**src/logic/cca_pkg.sv**
```systemverilog
package cca_pkg;

    localparam int unsigned NUM_MODULES  = 5;
    localparam int unsigned WATCHDOG_MOD = 4;

    // Register offsets on the byte-wide register port.
    localparam logic [7:0] ADDR_CONTROL   = 8'h00;
    localparam logic [7:0] ADDR_MODE      = 8'h01;
    localparam logic [7:0] ADDR_COUNT_LO  = 8'h02;
    localparam logic [7:0] ADDR_COUNT_HI  = 8'h03;
    localparam logic [7:0] ADDR_MODMODE0  = 8'h04;
    localparam logic [7:0] ADDR_VALUE0    = 8'h10;

    // Counter control register fields.
    localparam int unsigned CTL_OVF_BIT   = 7;
    localparam int unsigned CTL_RUN_BIT   = 6;
    localparam logic [7:0]  CTL_RMASK     = 8'hdf;

    // Counter mode register fields.
    localparam int unsigned MODE_IDLE_BIT = 7;
    localparam int unsigned MODE_WDOG_BIT = 6;
    localparam int unsigned MODE_SRC_HI   = 2;
    localparam int unsigned MODE_SRC_LO   = 1;
    localparam int unsigned MODE_OVFIE    = 0;
    localparam logic [7:0]  MODE_RMASK    = 8'hc7;

    localparam logic [7:0]  MODMODE_RMASK = 8'h7f;
    localparam logic [7:0]  RESET_BYTE    = 8'h00;
    localparam logic [15:0] COUNT_ALL_ONE = 16'hffff;
    localparam logic [7:0]  LOW_ALL_ONE   = 8'hff;

    // Count source codes and fixed prescale divisors.
    localparam logic [1:0] SRC_DIV6  = 2'h0;
    localparam logic [1:0] SRC_DIV2  = 2'h1;
    localparam logic [1:0] SRC_TMR0  = 2'h2;
    localparam logic [1:0] SRC_EXT   = 2'h3;
    localparam logic [2:0] DIV6_LAST = 3'h5;
    localparam logic [2:0] DIV2_LAST = 3'h1;

    typedef enum logic [1:0] {
        CCA_SRC_DIV6 = 2'b00,
        CCA_SRC_DIV2 = 2'b01,
        CCA_SRC_TMR0 = 2'b10,
        CCA_SRC_EXT  = 2'b11
    } cca_src_e;

    typedef struct packed {
        logic [7:0] addr;
        logic [7:0] wdata;
        logic       wr;
        logic       rd;
    } cca_bus_s;

    typedef struct packed {
        logic reserved;
        logic comparator_en;
        logic capture_rising;
        logic capture_falling;
        logic flag_on_match;
        logic toggle_on_match;
        logic pwm_en;
        logic module_irq_en;
    } cca_mode_s;

endpackage
```
**src/logic/cca_channel.sv**
```systemverilog
`timescale 1ns/1ps
module cca_channel
    import cca_pkg::*;
(
    input  wire logic        clock,
    input  wire logic        sys_rst,
    input  wire cca_mode_s   mode,
    input  wire logic [15:0] count,
    input  wire logic        count_upd,
    input  wire logic        low_wrap,
    input  wire logic        wr_low,
    input  wire logic        wr_high,
    input  wire logic [7:0]  wdata,
    input  wire logic        pin_in,
    output logic [15:0]      value_q,
    output logic             pin_out_q,
    output logic             pin_oe_q,
    output logic             event_q,
    output logic             match_q
);
    logic pin_prev_q;
    logic rise;
    logic fall;
    logic capture;
    logic match;

    assign rise    = pin_in & ~pin_prev_q;
    assign fall    = ~pin_in & pin_prev_q;
    assign capture = (mode.capture_rising & rise) | (mode.capture_falling & fall);
    assign match   = mode.comparator_en & count_upd & (count == value_q);

    always_ff @(posedge clock) begin
        if (sys_rst) begin
            pin_prev_q <= 1'b0;
        end else begin
            pin_prev_q <= pin_in;
        end
    end

    always_ff @(posedge clock) begin
        if (sys_rst) begin
            value_q <= {RESET_BYTE, RESET_BYTE};
        end else if (capture) begin
            value_q <= count;
        end else begin
            if (wr_low) begin
                value_q[7:0] <= wdata;
            end else if (mode.pwm_en & low_wrap) begin
                value_q[7:0] <= value_q[15:8];
            end
            if (wr_high) begin
                value_q[15:8] <= wdata;
            end
        end
    end

    always_ff @(posedge clock) begin
        if (sys_rst) begin
            pin_out_q <= 1'b0;
            pin_oe_q  <= 1'b0;
        end else if (mode.pwm_en) begin
            pin_oe_q  <= 1'b1;
            pin_out_q <= ~(count[7:0] < value_q[7:0]);
        end else if (mode.toggle_on_match) begin
            pin_oe_q <= 1'b1;
            if (match) begin
                pin_out_q <= ~pin_out_q;
            end
        end else begin
            pin_oe_q <= 1'b0;
        end
    end

    always_ff @(posedge clock) begin
        if (sys_rst) begin
            event_q <= 1'b0;
            match_q <= 1'b0;
        end else begin
            event_q <= capture | (match & mode.flag_on_match);
            match_q <= match;
        end
    end
endmodule

```
**src/logic/cca_counter_array.sv**
```systemverilog
// Implementation choices: the strobed register port and the placing of the registers.
`timescale 1ns/1ps
module cca_counter_array
    import cca_pkg::*;
(
    input  wire logic                   clock,
    input  wire logic                   sys_rst,
    input  wire cca_bus_s               reg_req,
    output logic [7:0]                  reg_rdata_q,
    input  wire logic                   timer0_overflow,
    input  wire logic                   external_count_input,
    input  wire logic                   cpu_idle,
    input  wire logic [NUM_MODULES-1:0] module_pin_in,
    output logic [NUM_MODULES-1:0]      module_pin_out,
    output logic [NUM_MODULES-1:0]      module_pin_oe,
    output logic                        irq_q,
    output logic                        watchdog_reset_q
);
    logic [15:0]            count_q;
    logic [7:0]             mode_reg_q;
    logic                   overflow_flag_q;
    logic                   run_control_q;
    logic [NUM_MODULES-1:0] module_flags_q;
    logic [2:0]             prescale_q;
    logic                   ext_prev_q;
    logic                   count_upd_q;
    logic                   low_wrap_q;
    logic                   source_event;
    logic                   tick;
    logic                   overflow;
    logic                   ctl_wr;
    cca_src_e               source;

    cca_mode_s              module_mode_q [NUM_MODULES];
    logic [15:0]            value         [NUM_MODULES];
    logic [NUM_MODULES-1:0] event_pulse;
    logic [NUM_MODULES-1:0] match_pulse;
    logic [NUM_MODULES-1:0] wr_low;
    logic [NUM_MODULES-1:0] wr_high;
    logic [NUM_MODULES-1:0] irq_terms;

    assign source = cca_src_e'(mode_reg_q[MODE_SRC_HI:MODE_SRC_LO]);
    assign ctl_wr = reg_req.wr & (reg_req.addr == ADDR_CONTROL);

    always_comb begin
        case (source)
            CCA_SRC_DIV6: source_event = (prescale_q == DIV6_LAST);
            CCA_SRC_DIV2: source_event = (prescale_q >= DIV2_LAST) & prescale_q[0];
            CCA_SRC_TMR0: source_event = timer0_overflow;
            CCA_SRC_EXT:  source_event = external_count_input & ~ext_prev_q;
            default:      source_event = 1'b0;
        endcase
    end

    // Counting needs the run bit and is gated off in idle when asked.
    assign tick = run_control_q & source_event
                & ~(mode_reg_q[MODE_IDLE_BIT] & cpu_idle);
    assign overflow = tick & (count_q == COUNT_ALL_ONE);

    always_ff @(posedge clock) begin
        if (sys_rst) begin
            prescale_q <= 3'h0;
        end else if ((source == CCA_SRC_DIV6 && prescale_q == DIV6_LAST)
                     || (source == CCA_SRC_DIV2 && prescale_q >= DIV2_LAST)) begin
            prescale_q <= 3'h0;
        end else begin
            prescale_q <= prescale_q + 3'h1;
        end
    end

    always_ff @(posedge clock) begin
        if (sys_rst) begin
            ext_prev_q <= 1'b0;
        end else begin
            ext_prev_q <= external_count_input;
        end
    end

    always_ff @(posedge clock) begin
        if (sys_rst) begin
            count_q <= {RESET_BYTE, RESET_BYTE};
        end else if (reg_req.wr && reg_req.addr == ADDR_COUNT_LO) begin
            count_q[7:0] <= reg_req.wdata;
        end else if (reg_req.wr && reg_req.addr == ADDR_COUNT_HI) begin
            count_q[15:8] <= reg_req.wdata;
        end else if (tick) begin
            count_q <= count_q + 16'h1;
        end
    end

    always_ff @(posedge clock) begin
        if (sys_rst) begin
            count_upd_q <= 1'b0;
            low_wrap_q  <= 1'b0;
        end else begin
            count_upd_q <= tick;
            low_wrap_q  <= tick & (count_q[7:0] == LOW_ALL_ONE);
        end
    end

    always_ff @(posedge clock) begin
        if (sys_rst) begin
            mode_reg_q <= RESET_BYTE;
        end else if (reg_req.wr && reg_req.addr == ADDR_MODE) begin
            mode_reg_q <= reg_req.wdata & MODE_RMASK;
        end
    end

    always_ff @(posedge clock) begin
        if (sys_rst) begin
            run_control_q <= 1'b0;
        end else if (ctl_wr) begin
            run_control_q <= reg_req.wdata[CTL_RUN_BIT];
        end
    end

    // Hardware set wins over a software clear in the same cycle.
    always_ff @(posedge clock) begin
        if (sys_rst) begin
            overflow_flag_q <= 1'b0;
        end else if (ctl_wr) begin
            overflow_flag_q <= reg_req.wdata[CTL_OVF_BIT] | overflow;
        end else if (overflow) begin
            overflow_flag_q <= 1'b1;
        end
    end

    always_ff @(posedge clock) begin
        if (sys_rst) begin
            module_flags_q <= '0;
        end else if (ctl_wr) begin
            module_flags_q <= reg_req.wdata[NUM_MODULES-1:0] | event_pulse;
        end else begin
            module_flags_q <= module_flags_q | event_pulse;
        end
    end

    genvar n;
    generate
        for (n = 0; n < NUM_MODULES; n++) begin : g_mod
            localparam logic [7:0] MODE_ADDR = ADDR_MODMODE0 + 8'(n);
            localparam logic [7:0] LOW_ADDR  = ADDR_VALUE0 + 8'(2 * n);
            localparam logic [7:0] HIGH_ADDR = ADDR_VALUE0 + 8'(2 * n + 1);

            always_ff @(posedge clock) begin
                if (sys_rst) begin
                    module_mode_q[n] <= cca_mode_s'(RESET_BYTE);
                end else if (reg_req.wr && reg_req.addr == MODE_ADDR) begin
                    module_mode_q[n] <= cca_mode_s'(reg_req.wdata & MODMODE_RMASK);
                end
            end

            assign wr_low[n]    = reg_req.wr & (reg_req.addr == LOW_ADDR);
            assign wr_high[n]   = reg_req.wr & (reg_req.addr == HIGH_ADDR);
            assign irq_terms[n] = module_flags_q[n] & module_mode_q[n].module_irq_en;

            cca_channel u_channel (
                .clock     (clock),
                .sys_rst   (sys_rst),
                .mode      (module_mode_q[n]),
                .count     (count_q),
                .count_upd (count_upd_q),
                .low_wrap  (low_wrap_q),
                .wr_low    (wr_low[n]),
                .wr_high   (wr_high[n]),
                .wdata     (reg_req.wdata),
                .pin_in    (module_pin_in[n]),
                .value_q   (value[n]),
                .pin_out_q (module_pin_out[n]),
                .pin_oe_q  (module_pin_oe[n]),
                .event_q   (event_pulse[n]),
                .match_q   (match_pulse[n])
            );
        end
    endgenerate

    always_ff @(posedge clock) begin
        if (sys_rst) begin
            irq_q <= 1'b0;
        end else begin
            irq_q <= (overflow_flag_q & mode_reg_q[MODE_OVFIE]) | (|irq_terms);
        end
    end

    always_ff @(posedge clock) begin
        if (sys_rst) begin
            watchdog_reset_q <= 1'b0;
        end else begin
            watchdog_reset_q <= mode_reg_q[MODE_WDOG_BIT]
                              & match_pulse[WATCHDOG_MOD];
        end
    end

    always_ff @(posedge clock) begin
        if (sys_rst) begin
            reg_rdata_q <= RESET_BYTE;
        end else if (!reg_req.rd) begin
            reg_rdata_q <= RESET_BYTE;
        end else if (reg_req.addr == ADDR_CONTROL) begin
            reg_rdata_q <= {overflow_flag_q, run_control_q, 1'b0, module_flags_q} & CTL_RMASK;
        end else if (reg_req.addr == ADDR_MODE) begin
            reg_rdata_q <= mode_reg_q;
        end else if (reg_req.addr == ADDR_COUNT_LO) begin
            reg_rdata_q <= count_q[7:0];
        end else if (reg_req.addr == ADDR_COUNT_HI) begin
            reg_rdata_q <= count_q[15:8];
        end else if (reg_req.addr >= ADDR_MODMODE0
                     && reg_req.addr < ADDR_MODMODE0 + 8'(NUM_MODULES)) begin
            reg_rdata_q <= module_mode_q[3'(reg_req.addr - ADDR_MODMODE0)];
        end else if (reg_req.addr >= ADDR_VALUE0
                     && reg_req.addr < ADDR_VALUE0 + 8'(2 * NUM_MODULES)) begin
            reg_rdata_q <= reg_req.addr[0]
                ? value[3'((reg_req.addr - ADDR_VALUE0) >> 1)][15:8]
                : value[3'((reg_req.addr - ADDR_VALUE0) >> 1)][7:0];
        end else begin
            reg_rdata_q <= RESET_BYTE;
        end
    end
endmodule

```
**config.mk**
```make
export PLATFORM = sky130hd
export DESIGN_NAME = cca_counter_array
export DESIGN_NICKNAME = d
export VERILOG_FILES = /design/src/logic/cca_pkg.sv /design/src/logic/cca_channel.sv /design/src/logic/cca_counter_array.sv
export SDC_FILE = /design/constraint.sdc
export NUM_CORES = 1
export LEC_CHECK = 0
export BUFFER_PORTS_ARGS = -buffer_cell sky130_fd_sc_hd__buf_2
export CORE_ASPECT_RATIO = 0.7
export CORE_MARGIN = 1.5
export CORE_UTILIZATION = 35
export DETAILED_ROUTE_END_ITERATION = 10
export PLACE_DENSITY = 0.54
export SYNTH_ARGS = -nofsm -noshare
export SYNTH_HDL_FRONTEND = slang
export SYNTH_HIERARCHICAL = 1
export SYNTH_SLANG_ARGS = --single-unit
export TNS_END_PERCENT = 10
```
**constraint.sdc**
```tcl
create_clock -name clock -period 3.06 [get_ports clock]
set_input_delay 0.612 -clock clock [delete_from_list [all_inputs] [get_ports clock]]
set_output_delay 0.612 -clock clock [all_outputs]
set_load 0.005 [all_outputs]
```
* Yosys cells after proc, flatten, opt, wreduce, memory -nomap -nowiden
Memories as Yosys holds them, arrays and structs flattened.
Index checks and enable logic that the tools add are counted.
W data, S select, Z words.
** Cells by class
- Add/sub/neg operators :: 4
- $lt $le $gt $ge :: 11
- Equal/unequal tests :: 30
- Muxes and demuxes :: 85
- Bitwise operators :: 109
- Reductions and logical operators :: 49
** Operators with widths (count)
- $mux W8 :: 25
- $mux W16 :: 8
- $eq A16 B16 Y1 :: 5
- $eq A8 B5 Y1 const B :: 10
- $and A1 B1 Y1 :: 65
- $bmux W16 S3 :: 1
- $mux W1 :: 44
- $lt A8 B8 Y1 :: 5
- $reduce_bool A2 Y1 :: 18
- $mux W7 :: 5
- $eq A8 B3 Y1 const B :: 4
- $not A1 Y1 :: 24
- $or A1 B1 Y1 :: 17
- $add A16 B1 Y16 const B :: 1
- $eq A16 B16 Y1 const B :: 1
- $eq A8 B2 Y1 const B :: 2
- $reduce_bool A3 Y1 :: 5
- $reduce_and A2 Y1 :: 7
- $logic_and A1 B1 Y1 :: 12
- $or A5 B5 Y5 :: 2
- $eq A8 B1 Y1 const B :: 1
- $eq A8 B4 Y1 const B :: 1
- $eq A8 B8 Y1 const B :: 1
- $ge A8 B3 Y1 const B :: 1
- 21 further kinds :: 23
** Word-level totals
- Bits in registers :: 145
- Memory bits (writable) :: 35
- Input port bits :: 28
- Output and inout bits :: 20
- Logic and storage cells :: 334
- Memories :: 1
** Memory list
- module_mode_q :: words 5, bits a word 7, read ports 6, clocked after memory_dff 0, write ports 5, RTL line cca_counter_array.sv:34 : cca_mode_s module_mode_q [NUM_MODULES];

* Longest topological paths before layout
Gate-level depths: netlist of the first run.
- Depth after elaboration :: 12
- Gate-level depth with buffers :: 10
- Mapped depth without buffers :: 8

* Hierarchy
The synthesis of the first run kept the hierarchy.
** By module, submodules not included
- cca_channel :: instances 5, cells each 153, area each 1268.7 sq um, seq. area each 420.4 sq um
- cca_counter_array :: instances 1, cells each 498, area each 4774.6 sq um, seq. area each 1931.9 sq um

* Least setup slack after synthesis of the first run
OpenSTA, ideal clock, no wires.
- Kind :: in2reg
- From :: input reg_req[10] in the netlist's numbering
- To :: register g_mod[2].u_channel.value_q[5]
- Library setup time :: 0.129 ns
- Arrival time :: 2.442 ns
- Required time :: 2.931 ns
- Setup slack :: 0.489 ns
- Stages :: 9
- Buffers on the path :: 5
- Cells stage by stage :: buf_2 > buf_2 > buf_1 > clkbuf_1 > nor3_1 > clkbuf_1 > o21ai_1 > mux2i_1 > nor2_1
** On the way
- Word-level cells in the longest chain between the ends :: 4
- Elaborated cells on any way between the ends :: 5
- Those cells by class :: eq/ne: 1; mux: 2; bitwise: 1; reduce/logical: 1
** Ends and longest elaborated chain
- start: declaration :: RTL line cca_counter_array.sv:8 : input wire cca_bus_s reg_req,
- $eq A8 B5 Y1 (*) :: RTL line cca_counter_array.sv:153 : assign wr_low[n] = reg_req.wr & (reg_req.addr == LOW_ADDR);
- $and A1 B1 Y1 (*) :: RTL line cca_counter_array.sv:153
- net wr_low[2] :: RTL line cca_counter_array.sv:38 : logic [NUM_MODULES-1:0] wr_low;
- $mux W8 :: RTL line cca_channel.sv:46 : if (wr_low) begin
- $mux W16 :: RTL line cca_channel.sv:43 : end else if (capture) begin
- end signal: assignment :: RTL line cca_channel.sv:42 : value_q <= {RESET_BYTE, RESET_BYTE};
- end signal: assignment :: RTL line cca_channel.sv:44 : value_q <= count;
- end signal: assignment :: RTL line cca_channel.sv:47 : value_q[7:0] <= wdata;
- end: declaration :: RTL line cca_channel.sv:15 : output logic [15:0] value_q,
The timed path passes the listed nets; every way through them passes the cells marked *.
A chain may end at the register's enable or synchronous reset.

* Final worst setup path of the first run
- From :: register count_q[1]
- To :: register g_mod[1].u_channel.event_q
** On the way
- Word-level cells in the longest chain between the ends :: 4
** Ends and longest elaborated chain
- start: declaration :: RTL line cca_counter_array.sv:19 : logic [15:0] count_q;
- start signal: assignment :: RTL line cca_counter_array.sv:81 : count_q <= {RESET_BYTE, RESET_BYTE};
- start signal: assignment :: RTL line cca_counter_array.sv:83 : count_q[7:0] <= reg_req.wdata;
- start signal: assignment :: RTL line cca_counter_array.sv:87 : count_q <= count_q + 16'h1;
- $eq A16 B16 Y1 :: RTL line cca_channel.sv:30 : assign match = mode.comparator_en & count_upd & (count == value_q);
- $and A1 B1 Y1 :: RTL line cca_channel.sv:30
- $and A1 B1 Y1 :: RTL line cca_channel.sv:79 : event_q <= capture | (match & mode.flag_on_match);
- $or A1 B1 Y1 :: RTL line cca_channel.sv:79
- end signal: assignment :: RTL line cca_channel.sv:79
- end: declaration :: RTL line cca_channel.sv:18 : output logic event_q,
No other way between the ends.

==> qor.txt, run 1 <==
Final worst path period need = 2.36 ns
Int Power = 3810 uW
Postcts setup bufs = 0
RSZ-0062 raised after global routing = false
DR pass1 iterations = 5
Core ar. = 31,000 um2
Slowest-stage cell, CP = dfxtp_1
Critical path launch point type = flop
CP top delay family = flip-flops
Leak pwr = 0.00526 uW
GRT Util Overall = 0.258
WP buf/inv = 0
I/O Pins = 48
DR WL/cell = 23.6 um
Worst setup path start = count_q[1]
Detail Route Antenna Nets = 0
CP max stage delay = 0.87 ns
Die outline width = 215 um
Share of layout cells above drive strength 1 = 0.145
Hold-fix buffers, CTS = 0
Final global-route overflow total = 0
Status = completed
Post-Route WL = 41.5 mm
Worst reg2reg path depth = 5
Slew margin rel. = 0.431
WP depth = 5
Residual DRC count = 0
Final slew viol count = 0
Sw Ratio = 0.265
Psw = 1370 uW
Vias = 10,000
Total clock sinks = 180
R2R setup slack = 0.70 ns
Pwr/cell area = 411 nW/um2
Clock share of power = 0.428
Min-delay worst type = input port to flop
Root Driver = clkbuf_16
Endpoints failing setup = 0
RR Endpoint = g_mod[1].u_channel/event_q
CP Capture Point = g_mod[1].u_channel/event_q
Chip Height = 151 um
Post-DR vias/cell = 5.70
Crit share post-route = 0.770
WP data required = 3.44 ns
Fmax = 0.424 GHz
Fill cells = 3,151
Port bufs = 47
Fin nets = 1,392
DP HPWL = 29.2 mm
DRT iter0 DRCs = 1,153
Post-Syn Area per Cell = 8.80 um2
Setup tns final = 0 ns
YS warnings = 6
Routability cong. = 0.918
Vias in the first global route = 9,091
Initial Util = 0.355
H-tree depth = 4
Clock tree buffer depth = 2
Comb power frac = 0.085
Post-Synthesis Cells = 1,250
Worst-margin pin slew = 0.853 ns
CP cell instances = ha_1, nand4_1, nor4_2, a41oi_1, nor2_1
Worst-skew pair later-pin latency = 0.47 ns
Max-Cap Viols = 0
Sequential Power Share = 0.486
Maximum vdd drop = 0.283 mV
Post-Syn Area = 11,000 um2
Final hold vios = 0
Global-route wire length before repair = 60.7 mm
Cts repair resizes = 0
Final Skew = 0.0116 ns
WS Path Type = flop to flop
Initial antenna violation count = 2
CTS tree = yes
Layout overhead on the synthesized area = 14.6%
Critical path arrival = 2.74 ns
Worst r2r src = count_q[1]
Reg clk slew, reported paths = 0.07 ns
Syn_nets = 1,321
Die footprint = 32,500 um2
Largest net degree at the start of global routing = 62
Worst Path Max Fanout = 10
# rows = 54
CTS Buf Count = 17
Hold WS = 0.383 ns
CP Capture Type = flop
-- layer usage --
metal / up-vias / global-route usage / share of wire
met5: - / 0 / 0
met1: 4891 / 0.383 / 0.48
met2: 428 / 0.360 / 0.41
met4: 0 / 0.0789 / 0.016
met3: 44 / 0.0663 / 0.094
li1: 4641 / - / -
-- state kept, by name (all words and copies together) (netlist names), 5 cells and up --
name and flops:
g_mod.u_channel/value_q 80, module_mode_q 35, count_q 16, reg_rdata_q 8, g_mod.u_channel/event_q 5, g_mod.u_channel/pin_oe_q 5
g_mod.u_channel/pin_out_q 5, g_mod.u_channel/pin_prev_q 5, mode_reg_q 5, module_flags_q 5
-- placed cells by master, fill, tap and decap left out, types with 7 or more instances in the layout --
cell,count
ha_1,43
a31oi_1,8
o21ai_1,47
buf_4,69
a21oi_1,80
nor3_1,20
and2_1,36
nand2b_1,12
inv_1,58
xor2_1,51
nand3b_1,8
a2111oi_0,7
clkbuf_16,18
edfxtp_1,35
o21ai_0,20
dfxtp_1,145
o22ai_1,7
a2bb2oi_1,9
nand3_1,16
nor4_1,8
buf_2,46
nor2_1,179
nand2_1,93
a211oi_1,10
mux4_2,13
nand4_1,24
mux2i_1,154
nor4_2,12
nor2b_1,11
-- final cells by class --
| type | count | area, um2 | area share |
|---|---|---|---|
| timing repair buffer | 115 | 748 | 0.0593 |
| clock inverter | 8 | 65.1 | 0.00516 |
| multi-input combinational | 947 | 6570 | 0.521 |
| clock buffer | 24 | 517 | 0.0410 |
| sequential | 180 | 3950 | 0.314 |
| antenna | 1 | 2.50 | 0.000198 |
| inverter | 60 | 225 | 0.0179 |
| tap | 420 | 526 | 0.0417 |
-- power by group through the flow --
| stage | Clock (uW) | Sequential (uW) | Combinational (uW) |
|---|---|---|---|
| 2_1_floorplan | 0 | 2540 | 246 |
| 3_3_place_gp | 0 | 2570 | 435 |
| 3_5_place_dp | 0 | 2570 | 435 |
| 4_1_cts | 2260 | 2520 | 436 |
| 5_1_grt | 2350 | 2520 | 472 |
| 6_report | 2220 | 2520 | 442 |
-- worst register-to-register path, stage by stage (launching register included) --
cell and delay, ns:
dfxtp_1 0.87, ha_1 0.29, nand4_1 0.11, nor4_2 0.35, a41oi_1 0.43, nor2_1 0.22
-- how the worst min path moves through the flow --
stage | start | endpoint | slack, ns | cells past startpoint
after floorplan | g_mod[0].u_channel/event_q | module_flags_q[0] | 0.41 | 2
after global placement | g_mod[1].u_channel/event_q | module_flags_q[1] | 0.42 | 2
after detailed placement | g_mod[1].u_channel/event_q | module_flags_q[1] | 0.42 | 2
after CTS | external_count_input | ext_prev_q | 0.37 | 2
after global routing | external_count_input | ext_prev_q | 0.39 | 2
final | external_count_input | ext_prev_q | 0.38 | 2
-- through the flow --
| stage | area [um2] | setup WS [ns] | std cells | util | power, uW |
|---|---|---|---|---|---|
| floorplan | 11000 | 0.489 | 1250 | - | 2790 |
| global route | 12600 | 0.580 | 1755 | 0.407 | 5350 |
| CTS | 12600 | 0.757 | 1754 | 0.406 | 5210 |
| finish | 12600 | 0.703 | 1755 | 0.407 | 5180 |
| global placement | 12000 | 0.417 | 1722 | 0.388 | 3010 |
| detailed placement | 12000 | 0.298 | 1722 | 0.388 | 3000 |
(Power assumes the default switching activity.)
==> inputs of run 2 (changes only) <==
--- a/config.mk
+++ b/config.mk
@@ -10,7 +10,7 @@
 export CORE_MARGIN = 1.5
 export CORE_UTILIZATION = 35
 export DETAILED_ROUTE_END_ITERATION = 10
-export PLACE_DENSITY = 0.54
+export PLACE_DENSITY = 0.56
 export SYNTH_ARGS = -nofsm -noshare
 export SYNTH_HDL_FRONTEND = slang
 export SYNTH_HIERARCHICAL = 1
==> constraint.sdc (replaced) <==
create_clock -name clock -period 2.1 [get_ports clock]
set_input_delay 0.42 -clock clock [delete_from_list [all_inputs] [get_ports clock]]
set_output_delay 0.42 -clock clock [all_outputs]
set_load 0.005 [all_outputs]
==> qor.txt, run 2 (synthesis gave the netlist of run 1 again) <==
Initial Util = 0.355 (unchanged)
Min-delay worst type = input port to flop (unchanged)
I/O Pins = 48 (unchanged)
GR Util met3 = 0.0711 (was 0.0663)
Most frequent cells in the layout = nor2_1, mux2i_1, dfxtp_1 (unchanged)
Total clock sinks = 180 (unchanged)
Regs by FF count = g_mod.u_channel/value_q (80), module_mode_q (35), count_q (16) (unchanged)
Critical path arrival = 2.39 ns (was 2.74 ns)
DR WL/cell = 22.9 um (was 23.6 um)
Worst-margin pin slew = 0.715 ns (was 0.853 ns)
DP HPWL = 30.3 mm (was 29.2 mm)
Cell area after layout = 13,600 um2 (was 12,600 um2)
Leak pwr = 0.00580 uW (was 0.00526 uW)
Final global-route overflow total = 0 (unchanged)
Status = completed (unchanged)
WS Path Type = flop to flop (unchanged)
M1 GR Usage = 0.392 (was 0.383)
Post-Route WL = 42.3 mm (was 41.5 mm)
Root Driver = clkbuf_16 (unchanged)
Worst-skew pair later-pin latency = 0.47 ns (about the same)
Final worst path period need = 2.00 ns (was 2.36 ns)
Global-route wire length before repair = 61.7 mm (was 60.7 mm)
Largest net degree at the start of global routing = 79 (was 62)
CP max stage delay = 0.38 ns (was 0.87 ns)
DRT iter0 DRCs = 1,214 (was 1,153)
R2R setup slack = 0.1 ns (was 0.70 ns)
Final hold vios = 0 (unchanged)
Chip Height = 151 um (unchanged)
WP data required = 2.49 ns (was 3.44 ns)
Residual DRC count = 0 (unchanged)
Fmax = 0.500 GHz (was 0.424 GHz)
Maximum vdd drop = 0.485 mV (was 0.283 mV)
CP cell instances = buf_12, ha_1, nand4_1, nor4_2, nand4_1, xor2_1, a221oi_2 (was ha_1, nand4_1, nor4_2, a41oi_1, nor2_1)
Layout overhead on the synthesized area = 23.7% (was 14.6%)
Top reg by flops = g_mod.u_channel/value_q (unchanged)
Max-Cap Viols = 0 (unchanged)
DR pass1 iterations = 5 (unchanged)
Worst Path Max Fanout = 10 (unchanged)
Crit path top cell by count = nand4_1
Die outline width = 215 um (unchanged)
Fin nets = 1,487 (was 1,392)
Core ar. = 31,000 um2 (unchanged)
Max reg flops = 80 (unchanged)
Most common cell after layout, fill and taps aside = nor2_1 (unchanged)
GRT Util Overall = 0.262 (was 0.258)
Vias = 10,300 (was 10,000)
Share of layout cells above drive strength 1 = 0.203 (was 0.145)
Initial antenna violation count = 1 (was 2)
Routing usage on met2 = 0.367 (was 0.360)
Placed cell area = 13,000 um2 (was 12,000 um2)
Pwr/cell area = 573 nW/um2 (was 411 nW/um2)
Reg clk slew, reported paths = 0.08 ns (was 0.07 ns)
Final slew viol count = 0 (unchanged)
Die footprint = 32,500 um2 (unchanged)
Post-DR vias/cell = 5.58 (was 5.70)
GR peak layer = met1 (unchanged)
Routability cong. = 0.998 (was 0.918)
Final Skew = 0.0118 ns (was 0.0116 ns)
CP Capture Type = flop (unchanged)
Crit share post-route = 0.953 (was 0.770)
Endpoints failing setup = 0 (unchanged)
Fill cells = 3,049 (was 3,151)
Clock tree buffer depth = 2 (unchanged)
Slew margin rel. = 0.523 (was 0.431)
Port bufs = 47 (unchanged)
H-tree depth = 4 (unchanged)
CTS Buf Count = 17 (unchanged)
Cts repair resizes = 0 (unchanged)
Setup tns final = 0 ns (unchanged)
CTS tree = yes (unchanged)
Slowest-stage cell, CP = nor4_2 (was dfxtp_1)
Detail Route Antenna Nets = 0 (unchanged)
Critical path launch point type = flop (unchanged)
Ant diodes = 0 (was 1)
Fin cells = 1,849 (was 1,755)
Vias in the first global route = 9,391 (was 9,091)
Dpl cells = 1,816 (was 1,722)
# rows = 54 (unchanged)
-- run 2: report_power, final --
part           leakage [uW]  internal [uW]  switching, uW  total, uW
registers           0.00151           3590           73.0       3670
clock network      0.000297           1900           1490       3390
logic               0.00400            281            461        743
-- run 2: layout make-up --
| type | instances | area (um2) | share of cell area |
|---|---|---|---|
| tap | 420 | 526 | 0.0386 |
| inverter | 60 | 225 | 0.0165 |
| clock inverter | 10 | 120 | 0.00883 |
| timing repair buffer | 210 | 1710 | 0.126 |
| multi-input combinational | 947 | 6590 | 0.484 |
| clock buffer | 22 | 485 | 0.0357 |
| sequential | 180 | 3950 | 0.291 |
-- run 2: path summary, 6_finish.rpt --
kind / startpoint / end / cells past startpoint
worst max-delay path: count_q[7] / g_mod[2].u_channel/pin_out_q / 7
worst min-delay path: external_count_input / ext_prev_q / 2
worst max register to register: count_q[7] / g_mod[2].u_channel/pin_out_q / 7
worst min register to register: g_mod[2].u_channel/event_q / module_flags_q[2] / 2
-- run 2: what timing repair did --
item	in CTS	in global routing
hold endpoints to repair	0	0
endpoints found under the setup margin	0	1
hold buffers	0	0
setup buffers	0	1
-- run 2: worst max-delay path: cells and delay by family, from the launching register on --
kind                       cells  cell delay, ns
AOI/OAI and AO/OA              1            0.20
xor gates and xnor gates       1            0.19
adders and majority gates      1            0.32
buffers and inverters          1            0.16
DFF                            1            0.33
and+or+nand+nor                3            0.72
-- run 2: metrics by stage --
step	total power, uW	util	hold WS (ns)	worst slack, ns
floorplan	4070	-	0.411	-0.0865
global placement	4470	0.419	0.423	-0.333
detailed placement	4470	0.419	0.420	-0.349
CTS	7820	0.439	0.175	0.0872
global route	8000	0.439	0.185	-0.0161
finish	7800	0.439	0.194	0.0983
-- run 2: metal layers --
| metal | part of all wire | up-vias |
|---|---|---|
| met1 | 0.48 | 4989 |
| met3 | 0.11 | 36 |
| met2 | 0.40 | 496 |
| met5 | 0 | - |
| met4 | 0.014 | 0 |
| li1 | - | 4799 |
==> inputs of run 3 (changes only) <==
--- a/config.mk
+++ b/config.mk
@@ -6,6 +6,7 @@
 export NUM_CORES = 1
 export LEC_CHECK = 0
 export BUFFER_PORTS_ARGS = -buffer_cell sky130_fd_sc_hd__buf_2
+export CAP_MARGIN = 20
 export CORE_ASPECT_RATIO = 0.7
 export CORE_MARGIN = 1.5
 export CORE_UTILIZATION = 35
==> constraint.sdc (replaced) <==
create_clock -name clock -period 2.1 [get_ports clock]
set_input_delay 0 -clock clock [delete_from_list [all_inputs] [get_ports clock]]
set_output_delay 0 -clock clock [all_outputs]
set_load 0.005 [all_outputs]
==> qor.txt, run 3 (synthesis gave the netlist of run 1 again) <==
Chip Height = 151 um (unchanged)
Port bufs = 47 (unchanged)
Ant diodes = 0 (unchanged)
Root Driver = clkbuf_16 (unchanged)
Max reg flops = 80 (unchanged)
Placed cell area = 12,400 um2 (was 13,000 um2)
Worst r2r src = count_q[0] (was count_q[7])
Worst setup path start = count_q[0] (was count_q[7])
Worst-skew pair later-pin latency = 0.47 ns (about the same)
Final hold vios = 0 (unchanged)
Initial antenna violation count = 1 (unchanged)
Fill cells = 3,094 (was 3,049)
GRT Util Overall = 0.264 (was 0.262)
Final worst path period need = 1.96 ns (was 2.00 ns)
Top reg by flops = g_mod.u_channel/value_q (unchanged)
H-tree depth = 4 (unchanged)
Worst-margin pin slew = 0.662 ns (was 0.715 ns)
Core ar. = 31,000 um2 (unchanged)
Regs by FF count = g_mod.u_channel/value_q (80), module_mode_q (35), count_q (16) (unchanged)
Worst Path Max Fanout = 6 (was 10)
CTS Buf Count = 17 (unchanged)
Sequential Power Share = 0.485 (was 0.470)
Clock tree buffer depth = 2 (unchanged)
Cell area after layout = 13,100 um2 (was 13,600 um2)
# rows = 54 (unchanged)
Routability cong. = 0.958 (was 0.998)
Final global-route overflow total = 0 (unchanged)
Residual DRC count = 0 (unchanged)
Vias in the first global route = 9,343 (was 9,391)
Worst hold start = reg_req[16] (was external_count_input)
Final slew viol count = 0 (unchanged)
Setup tns final = 0 ns (unchanged)
Critical path arrival = 2.34 ns (was 2.39 ns)
Reg clk slew, reported paths = 0.07 ns (was 0.08 ns)
Most common cell after layout, fill and taps aside = nor2_1 (unchanged)
Endpoints failing setup = 0 (unchanged)
Layout Utilization = 0.422 (was 0.439)
Hold WS = 0.0993 ns (was 0.194 ns)
DR pass1 iterations = 6 (was 5)
Status = completed (unchanged)
Comb power frac = 0.094 (was 0.095)
Max-Cap Viols = 0 (unchanged)
Largest net degree at the start of global routing = 95 (was 79)
I/O Pins = 48 (unchanged)
Post-DR vias/cell = 5.72 (was 5.58)
Dpl cells = 1,744 (was 1,816)
Die footprint = 32,500 um2 (unchanged)
Min-delay worst type = input port to flop (unchanged)
Critical path launch point type = flop (unchanged)
Detail Route Antenna Nets = 0 (unchanged)
Psw = 2160 uW (was 2020 uW)
Slew margin rel. = 0.547 (was 0.523)
Initial Util = 0.355 (unchanged)
CP Capture Type = flop (unchanged)
RSZ-0062 raised after global routing = false
Most frequent cells in the layout = nor2_1, mux2i_1, dfxtp_1 (unchanged)
DR WL/cell = 23.8 um (was 22.9 um)
Maximum vdd drop = 0.723 mV (was 0.485 mV)
Fmax = 0.509 GHz (was 0.500 GHz)
Layout overhead on the synthesized area = 19.1% (was 23.7%)
DP HPWL = 30.0 mm (was 30.3 mm)
Global-route wire length before repair = 62.0 mm (was 61.7 mm)
CTS tree = yes (unchanged)
DRT iter0 DRCs = 1,156 (was 1,214)
Total clock sinks = 180 (unchanged)
Die outline width = 215 um (unchanged)
WS Path Type = flop to flop (unchanged)
Post-Route WL = 42.7 mm (was 42.3 mm)
Vias = 10,200 (was 10,300)
Final Skew = 0.00977 ns (was 0.0118 ns)
Fin cells = 1,790 (was 1,849)
WP data required = 2.48 ns (was 2.49 ns)
Fin nets = 1,428 (was 1,487)
Share of layout cells above drive strength 1 = 0.166 (was 0.203)
Leak pwr = 0.00545 uW (was 0.00580 uW)
Crit share post-route = 0.936 (was 0.953)
Sw Ratio = 0.286 (was 0.260)
Pwr/cell area = 577 nW/um2 (was 573 nW/um2)
Clock share of power = 0.421 (was 0.435)
Int Power = 5400 uW (was 5770 uW)
==> run 3: worst paths after layout <==
kind	endpoint	slack, ns	cells past startpoint
hold / removal	reg_rdata_q[3]	0.1	5
setup reg to reg	g_mod[1].u_channel/pin_out_q	0.14	8
hold reg to reg	module_flags_q[3]	0.46	2
setup / recovery	g_mod[1].u_channel/pin_out_q	0.14	8
==> run 3: layout make-up <==
cell class	instances	area [um2]	share of cell area
inverters	60	225	0.0172
flip-flops and latches	180	3970	0.303
multi-input cells	947	6610	0.505
repair buffers	151	1210	0.0922
well taps	420	526	0.0401
clock inverters	15	135	0.0103
clock buffers	17	425	0.0325
==> run 3: what timing repair did <==
item,CTS,global route
setup endpoints to repair,0,3
hold endpoints to repair,14,0
setup buffers,0,3
hold buffers,12,0
resized for setup,0,16
==> run 3: critical path, stage by stage, from the launching register on <==
cell	delay [ns]
dfxtp_2	0.35
buf_6	0.14
inv_1	0.05
ha_1	0.26
nand4_1	0.15
nor4_2	0.31
nand4_1	0.19
xor2_1	0.21
a221oi_2	0.23
==> run 3: metal layers <==
metal | GRT usage | vias up | routed length (um)
li1 | - | 4690 | -
met1 | 0.381 | 4968 | 19800
met2 | 0.368 | 527 | 17000
met3 | 0.0845 | 57 | 5020
met4 | 0.0817 | 0 | 891
met5 | 0 | - | 0
==> run 3: power by group through the flow <==
| stage | Combinational [uW] | Sequential (uW) | Clock (uW) |
|---|---|---|---|
| 2_1_floorplan | 358 | 3710 | 0 |
| 3_3_place_gp | 674 | 3740 | 0 |
| 3_5_place_dp | 675 | 3740 | 0 |
| 4_1_cts | 695 | 3660 | 3220 |
| 5_1_grt | 745 | 3670 | 3350 |
| 6_report | 712 | 3660 | 3180 |
==> run 3: through the flow <==
step | power (uW) | setup slack, ns
final | 7560 | 0.135
after global routing | 7770 | 0.00112
after CTS | 7580 | 0.0952
after detailed placement | 4420 | 0.0826
after global placement | 4420 | 0.0877
after floorplan | 4070 | 0.141
